## src/rtl/pcs_pkg.sv

```systemverilog
package pcs_pkg;

  // ****************************************
  // Register indices and byte addresses
  // ****************************************
  localparam logic [7:0]  CMD_IDX       = 8'h04;
  localparam logic [7:0]  STS_IDX       = 8'h06;
  localparam logic [7:0]  IRQ_STS_IDX   = 8'h08;
  localparam logic [7:0]  IRQ_MASK_IDX  = 8'h09;
  localparam int          IDX_SHIFT     = 2;
  localparam int          ADDR_W        = 10;

  // ****************************************
  // Command register fields
  // ****************************************
  localparam int          CMD_IO_BIT    = 0;
  localparam int          CMD_MEM_BIT   = 1;
  localparam int          CMD_MST_BIT   = 2;
  localparam int          CMD_SC_BIT    = 3;
  localparam int          CMD_WIE_BIT   = 4;
  localparam int          CMD_W         = 5;
  localparam logic [4:0]  CMD_RESET     = 5'h00;

  // ****************************************
  // Status register fields
  // ****************************************
  localparam int          STS_CAP_BIT   = 4;
  localparam int          STS_TIM_LO    = 9;
  localparam int          STS_TA_SENT   = 11;
  localparam int          STS_TA_RCVD   = 12;
  localparam int          STS_MA_RCVD   = 13;
  localparam int          STS_SERR      = 14;
  localparam int          STS_PERR      = 15;
  localparam logic [1:0]  TIM_FAST      = 2'h0;
  localparam logic [1:0]  TIM_MEDIUM    = 2'h1;
  localparam logic [1:0]  TIM_SLOW      = 2'h2;
  localparam logic [1:0]  TIM_RESERVED  = 2'h3;

  // ****************************************
  // Event bit order in the interrupt registers
  // ****************************************
  localparam int          EV_PERR       = 0;
  localparam int          EV_SERR       = 1;
  localparam int          EV_MA_RCVD    = 2;
  localparam int          EV_TA_RCVD    = 3;
  localparam int          EV_TA_SENT    = 4;
  localparam int          EV_W          = 5;
  localparam logic [4:0]  EV_RESET      = 5'h00;

  // ****************************************
  // AHB-Lite encodings
  // ****************************************
  localparam logic [1:0]  HTRANS_NONSEQ = 2'h2;
  localparam logic [2:0]  HSIZE_WORD    = 3'h2;
  localparam logic        HRESP_OKAY    = 1'b0;

endpackage

```

## src/rtl/pcs_cmd_status.sv

```systemverilog
// Implementation choice: register access over AHB-Lite.
module pcs_cmd_status #(
  parameter logic [1:0] SELECT_TIMING = pcs_pkg::TIM_MEDIUM
) (
  // Clock and reset
  input  wire logic        ref_clk_i,
  input  wire logic        nrst_i,
  // AHB-Lite slave
  input  wire logic        hsel_i,
  input  wire logic [31:0] haddr_i,
  input  wire logic [1:0]  htrans_i,
  input  wire logic        hwrite_i,
  input  wire logic [2:0]  hsize_i,
  input  wire logic [31:0] hwdata_i,
  input  wire logic        hready_i,
  output logic             hreadyout_o,
  output logic             hresp_o,
  output logic [31:0]      hrdata_o,
  // Master engine requests and bus events
  input  wire logic        mst_req_i,
  input  wire logic        mst_mwi_req_i,
  input  wire logic        mst_special_i,
  input  wire logic        mst_master_abort_i,
  input  wire logic        mst_target_abort_i,
  // Target side decode and events
  input  wire logic        tgt_mem_hit_i,
  input  wire logic        tgt_io_hit_i,
  input  wire logic        tgt_special_cycle_i,
  input  wire logic        tgt_abort_sent_i,
  input  wire logic        parity_error_i,
  input  wire logic        serr_drive_i,
  // Gated controls
  output logic             mst_go_o,
  output logic             mst_use_mwi_o,
  output logic             tgt_mem_claim_o,
  output logic             tgt_io_claim_o,
  output logic             special_cycle_accept_o,
  output logic             write_invalidate_enable_o,
  output logic             master_enable_o,
  // Interrupt
  output logic             irq_o
);

  // ****************************************
  // Elaboration check
  // ****************************************
  // The reserved timing code would advertise an illegal select timing
  if (SELECT_TIMING == pcs_pkg::TIM_RESERVED) begin : g_bad_timing
    $error("SELECT_TIMING must not use the reserved code");
  end

  // ****************************************
  // State
  // ****************************************
  typedef struct packed {
    logic                         hreadyout;
    logic                         hresp;
    logic [31:0]                  hrdata;
    logic                         wr_pend;
    logic [7:0]                   wr_idx;
    logic [pcs_pkg::CMD_W-1:0]    cmd;
    logic                         perr;
    logic                         serr;
    logic                         ma_rcvd;
    logic                         ta_rcvd;
    logic                         ta_sent;
    logic [pcs_pkg::EV_W-1:0]     irq_sts;
    logic [pcs_pkg::EV_W-1:0]     irq_mask;
    logic                         irq;
    logic                         mst_go;
    logic                         mst_use_mwi;
    logic                         mem_claim;
    logic                         io_claim;
    logic                         sc_accept;
  } pcs_state_t;

  localparam pcs_state_t STATE_RESET = '{
    hreadyout:   1'b1,
    hresp:       pcs_pkg::HRESP_OKAY,
    hrdata:      32'h0000_0000,
    wr_pend:     1'b0,
    wr_idx:      8'h00,
    cmd:         pcs_pkg::CMD_RESET,
    perr:        1'b0,
    serr:        1'b0,
    ma_rcvd:     1'b0,
    ta_rcvd:     1'b0,
    ta_sent:     1'b0,
    irq_sts:     pcs_pkg::EV_RESET,
    irq_mask:    pcs_pkg::EV_RESET,
    irq:         1'b0,
    mst_go:      1'b0,
    mst_use_mwi: 1'b0,
    mem_claim:   1'b0,
    io_claim:    1'b0,
    sc_accept:   1'b0
  };

  pcs_state_t state_q;
  pcs_state_t state_d;

  // ****************************************
  // Decoding
  // ****************************************
  function automatic logic [7:0] addr_to_idx(input logic [31:0] addr);
    logic [pcs_pkg::ADDR_W-1:0] low;
    low = addr[pcs_pkg::ADDR_W-1:0];
    addr_to_idx = low[pcs_pkg::IDX_SHIFT +: 8];
  endfunction

  function automatic logic [15:0] status_word(input pcs_state_t s);
    logic [15:0] w;
    w = 16'h0000;
    w[pcs_pkg::STS_PERR]    = s.perr;
    w[pcs_pkg::STS_SERR]    = s.serr;
    w[pcs_pkg::STS_MA_RCVD] = s.ma_rcvd;
    w[pcs_pkg::STS_TA_RCVD] = s.ta_rcvd;
    w[pcs_pkg::STS_TA_SENT] = s.ta_sent;
    w[pcs_pkg::STS_TIM_LO +: 2] = SELECT_TIMING;
    w[pcs_pkg::STS_CAP_BIT] = 1'b1;
    status_word = w;
  endfunction

  function automatic logic [31:0] read_mux(input logic [7:0] idx, input pcs_state_t s);
    logic [31:0] r;
    r = 32'h0000_0000;
    unique case (idx)
      pcs_pkg::CMD_IDX:      r[pcs_pkg::CMD_W-1:0] = s.cmd;
      pcs_pkg::STS_IDX:      r[15:0] = status_word(s);
      pcs_pkg::IRQ_STS_IDX:  r[pcs_pkg::EV_W-1:0] = s.irq_sts;
      pcs_pkg::IRQ_MASK_IDX: r[pcs_pkg::EV_W-1:0] = s.irq_mask;
      default:               r = 32'h0000_0000;
    endcase
    read_mux = r;
  endfunction

  // ****************************************
  // Next state
  // ****************************************
  logic                     addr_phase;
  logic [pcs_pkg::EV_W-1:0] events;
  logic [pcs_pkg::EV_W-1:0] w1c;
  logic [pcs_pkg::CMD_W-1:0] cmd_n;

  always_comb begin
    state_d    = state_q;
    addr_phase = hsel_i && hready_i && htrans_i[1];
    w1c        = '0;
    cmd_n      = state_q.cmd;

    events = '0;
    events[pcs_pkg::EV_PERR]    = parity_error_i;
    events[pcs_pkg::EV_SERR]    = serr_drive_i;
    events[pcs_pkg::EV_MA_RCVD] = mst_master_abort_i && !mst_special_i;
    events[pcs_pkg::EV_TA_RCVD] = mst_target_abort_i;
    events[pcs_pkg::EV_TA_SENT] = tgt_abort_sent_i;

    // Data phase of a write: only command and interrupt registers take data
    if (state_q.wr_pend) begin
      unique case (state_q.wr_idx)
        pcs_pkg::CMD_IDX:      cmd_n = hwdata_i[pcs_pkg::CMD_W-1:0];
        pcs_pkg::IRQ_STS_IDX:  w1c = hwdata_i[pcs_pkg::EV_W-1:0];
        pcs_pkg::IRQ_MASK_IDX: state_d.irq_mask = hwdata_i[pcs_pkg::EV_W-1:0];
        default:               w1c = '0;
      endcase
    end
    state_d.cmd = cmd_n;

    // Sticky status flags, cleared only by reset
    state_d.perr    = state_q.perr    | events[pcs_pkg::EV_PERR];
    state_d.serr    = state_q.serr    | events[pcs_pkg::EV_SERR];
    state_d.ma_rcvd = state_q.ma_rcvd | events[pcs_pkg::EV_MA_RCVD];
    state_d.ta_rcvd = state_q.ta_rcvd | events[pcs_pkg::EV_TA_RCVD];
    state_d.ta_sent = state_q.ta_sent | events[pcs_pkg::EV_TA_SENT];

    // A new event wins over a clear in the same cycle
    state_d.irq_sts = (state_q.irq_sts & ~w1c) | events;
    state_d.irq     = |(state_d.irq_sts & state_d.irq_mask);

    // Address phase: capture writes, fetch read data for the next cycle
    state_d.wr_pend   = addr_phase && hwrite_i && (hsize_i == pcs_pkg::HSIZE_WORD);
    state_d.wr_idx    = addr_to_idx(haddr_i);
    state_d.hreadyout = 1'b1;
    state_d.hresp     = pcs_pkg::HRESP_OKAY;
    if (addr_phase && !hwrite_i) begin
      state_d.hrdata = read_mux(addr_to_idx(haddr_i), state_q);
    end

    // Controls are gated by the command bits as they stand after any write
    state_d.mst_go      = mst_req_i && cmd_n[pcs_pkg::CMD_MST_BIT];
    state_d.mst_use_mwi = mst_req_i && cmd_n[pcs_pkg::CMD_MST_BIT] && mst_mwi_req_i
                          && cmd_n[pcs_pkg::CMD_WIE_BIT];
    state_d.mem_claim   = tgt_mem_hit_i && cmd_n[pcs_pkg::CMD_MEM_BIT];
    state_d.io_claim    = tgt_io_hit_i && cmd_n[pcs_pkg::CMD_IO_BIT];
    state_d.sc_accept   = tgt_special_cycle_i && cmd_n[pcs_pkg::CMD_SC_BIT];
  end

  always_ff @(posedge ref_clk_i or negedge nrst_i) begin
    if (!nrst_i) begin
      state_q <= STATE_RESET;
    end else begin
      state_q <= state_d;
    end
  end

  // ****************************************
  // Outputs
  // ****************************************
  assign hreadyout_o               = state_q.hreadyout;
  assign hresp_o                   = state_q.hresp;
  assign hrdata_o                  = state_q.hrdata;
  assign mst_go_o                  = state_q.mst_go;
  assign mst_use_mwi_o             = state_q.mst_use_mwi;
  assign tgt_mem_claim_o           = state_q.mem_claim;
  assign tgt_io_claim_o            = state_q.io_claim;
  assign special_cycle_accept_o    = state_q.sc_accept;
  assign write_invalidate_enable_o = state_q.cmd[pcs_pkg::CMD_WIE_BIT];
  assign master_enable_o           = state_q.cmd[pcs_pkg::CMD_MST_BIT];
  assign irq_o                     = state_q.irq;

endmodule

```

## config.mk

```make
export PLATFORM = sky130hd
export DESIGN_NAME = pcs_cmd_status
export DESIGN_NICKNAME = d
export VERILOG_FILES = /design/src/rtl/pcs_pkg.sv /design/src/rtl/pcs_cmd_status.sv
export SDC_FILE = /design/constraint.sdc
export NUM_CORES = 1
export LEC_CHECK = 0
export BUFFER_PORTS_ARGS = -buffer_cell sky130_fd_sc_hd__buf_4
export CORE_MARGIN = 3
export CORE_UTILIZATION = 44
export CTS_BUF_LIST = sky130_fd_sc_hd__clkbuf_4 sky130_fd_sc_hd__clkbuf_8
export DETAILED_ROUTE_END_ITERATION = 6
export PLACE_DENSITY = 0.79
export SETUP_SLACK_MARGIN = 0.1
export SYNTH_ARGS = -nofsm -noshare
export SYNTH_HDL_FRONTEND = slang
export SYNTH_SLANG_ARGS = --single-unit
export TNS_END_PERCENT = 100
```

## constraint.sdc

```tcl
create_clock -name ref_clk_i -period 2.35 [get_ports ref_clk_i]
set_clock_uncertainty 0.1 [all_clocks]
set_input_delay 0.47 -clock ref_clk_i [delete_from_list [all_inputs] [get_ports ref_clk_i]]
set_output_delay 0.47 -clock ref_clk_i [all_outputs]
set_load 0.1 [all_outputs]
```

==> metrics.txt <==
Critical Path AT 2060 ps; DRT Wirelength 3860 um; Worst Setup End Kind flip-flop; post-synthesis cell count 165; Num Clock Sinks 46; Die Span Y 74.1 um; Post-CTS Setup Inserts 0; Root Driver clkbuf_8; status complete, no violations; YS warnings 0; largest net degree at the start of global routing 47; Pleak 1.14 nW; worst r2r dst irq_o$_DFF_PN0_; max_slew headroom 63.0%; commonest cells after routing, fill and taps aside buf_4, dfrtp_1, conb_1; Hold Fails Final Rpt 0; cell count after placement 256; VDD IR-drop max 0.000393 V; most common cell after layout, fill and taps aside buf_4; fraction of layout cells with a size suffix above 1 39.6%; Die Footprint 5500 um2; drt first pass iters 5; Synth area leaders dfrtp_1, buf_4, mux2_2, a22o_1, a21o_1; H-tree depth 2; first-pass GRT wire length 6130 um; Final setup viols 0; initial DRC count 81; vias in the first global route 1224; Synth area leader dfrtp_1; gp weighted congestion 0.805; Clock Latency Late Sink 290 ps; Avg Vias per Cell 4.91; unrepaired setup endpoints after global routing false; Pins Over Slew Limit 0; Switch Pwr 0.514 mW; Fin Setup TNS 0 ps; NumNets Final 296; Post-DRT Antenna Nets 0; Placement Cell Area 2330 um2; Crit Path Class flip-flop to flip-flop; Fmax achieved 501 MHz; MaxCap Viol Count 0; Slew @ Worst Pin 555 ps; Synth-to-Final Area Change 18.9%; CP required 2410 ps; detailed placement HPWL 3030 um; PD cells 675 nW/um2; Unique masters post-synth 28; internal power 1.12 mW; CORE AREA 4410 um2; post-synth top area share 56.3%; Gate power share 19.8%; Reg2Reg Setup Slack 360 ps; startpoint type of the worst setup path flip-flop; sequential area share after synthesis 56.3%; DRC viols 0; WL/cell 14.6 um; starting density of the core 46.3%; cts bufs inserted 5; CTS resizes 0; GRT Util Overall 15.4%; synthesized cell area 2040 um2; diode count 0; FF+latch count, synth 46; clk buf depth 2; Hold-fix buffers, CTS 0; Worst Reg2Reg Path Length in Cells 6; ratio of final minimum period to clock period 84.9%; die width 74.1 um; IO Pins 127; IO buf count 51; DR vias 1295; Sequential Power Share 50.3%; Reg-to-Reg Start state_q[27]$_DFF_PN0_; Clock Power Share 29.9%; Cell Count, Final, Fillers Out 264; initial antenna violation count 0; Avg Cell Area, Syn 12.4 um2; worst-path fanout max 7; CTS tree built; Final Cell Area 2430 um2; Final Critical Period 1990 ps; Rows 24; grt total ovfl 0; switching part of the total 31.4%; Worst Hold Class primary input to asynchronous set/reset pin; clock slew at reported path FFs 80 ps
-- worst max-delay path by stage --
stage,startpoint,endpoint,slack [ps]
floorplan,state_q[27]$_DFF_PN0_,irq_o$_DFF_PN0_,460
global placement,haddr_i[7],hrdata_o[3]$_DFFE_PN0P_,260
detailed placement,haddr_i[7],hrdata_o[0]$_DFFE_PN0P_,210
CTS,state_q[27]$_DFF_PN0_,irq_o$_DFF_PN0_,320
global route,state_q[27]$_DFF_PN0_,irq_o$_DFF_PN0_,260
finish,state_q[27]$_DFF_PN0_,irq_o$_DFF_PN0_,360
-- synthesized netlist by cell type, drive strengths merged --
cell type and n:
clkbuf 3, and4 1, a22o 6, a222oi 1, nor4 1, nand4b 2
or2 5, buf 34, nor4bb 1, dfrtp 46, nor2 3, a22oi 5
conb 2, o21ai 6, inv 1, nand2 7, and3 2, nand2b 1
and2 3, mux2 13, mux2i 2, nor3b 3, or4 1, nand4 6
nor2b 4, a21o 6
-- cells by family after synthesis --
family          after synthesis  share of synthesized area [%]
simple gates                 40                           13.3
other cells                   2                          0.368
flops                        46                           56.3
buf+inv                      38                           13.2
mux                          15                           8.14
compound gates               24                           8.63
-- state kept, by name (all words and copies together) (netlist names) --
name,cells
state_q,27
mst_use_mwi_o,1
write_invalidate_enable_o,1
hrdata_o,11
mst_go_o,1
tgt_mem_claim_o,1
tgt_io_claim_o,1
special_cycle_accept_o,1
master_enable_o,1
irq_o,1
-- critical path, cell delays in order, from the launching register on --
cell	delay [ps]
dfrtp_1	400
nor4_4	260
buf_4	210
nand4_4	150
mux2_2	330
a222oi_1	330
nand2_1	90
-- routing by layer --
metal	wire length, um	share of wire, %	global-route usage, %
met5	0	0	0
met3	329	8.5	5.41
met1	1620	42	20.8
met2	1830	47	22.3
met4	75	1.9	7.04
-- per-stage QoR --
stage	setup WS, ps	power, mW	hold slack (ps)	utilization (%)
final	356	1.64	64.0	55.0
after global routing	265	1.72	99.2	55.0
after CTS	320	1.65	78.0	55.0
after detailed placement	209	1.17	355	52.9
after global placement	256	1.16	354	52.9
after floorplan	458	1.11	74.4	-
-- cell type report --
type                            instances  area, um2
Timing Repair Buffer                   55        413
Tap cell                               52       65.1
Clock inverter                          1       5.00
Fill cell                             395       1990
Clock buffer                            7       90.1
Multi-Input combinational cell        102        701
Inverter                                1       3.75
Sequential cell                        46       1150
-- power by group through the flow --
| stage | Combinational [mW] | Sequential [mW] | Clock, mW |
|---|---|---|---|
| 2_1_floorplan | 0.228 | 0.881 | 0 |
| 3_3_place_gp | 0.323 | 0.839 | 0 |
| 3_5_place_dp | 0.326 | 0.840 | 0 |
| 4_1_cts | 0.326 | 0.824 | 0.502 |
| 5_1_grt | 0.340 | 0.827 | 0.552 |
| 6_report | 0.324 | 0.825 | 0.490 |
No activity file was read; power rests on OpenSTA's default activity.
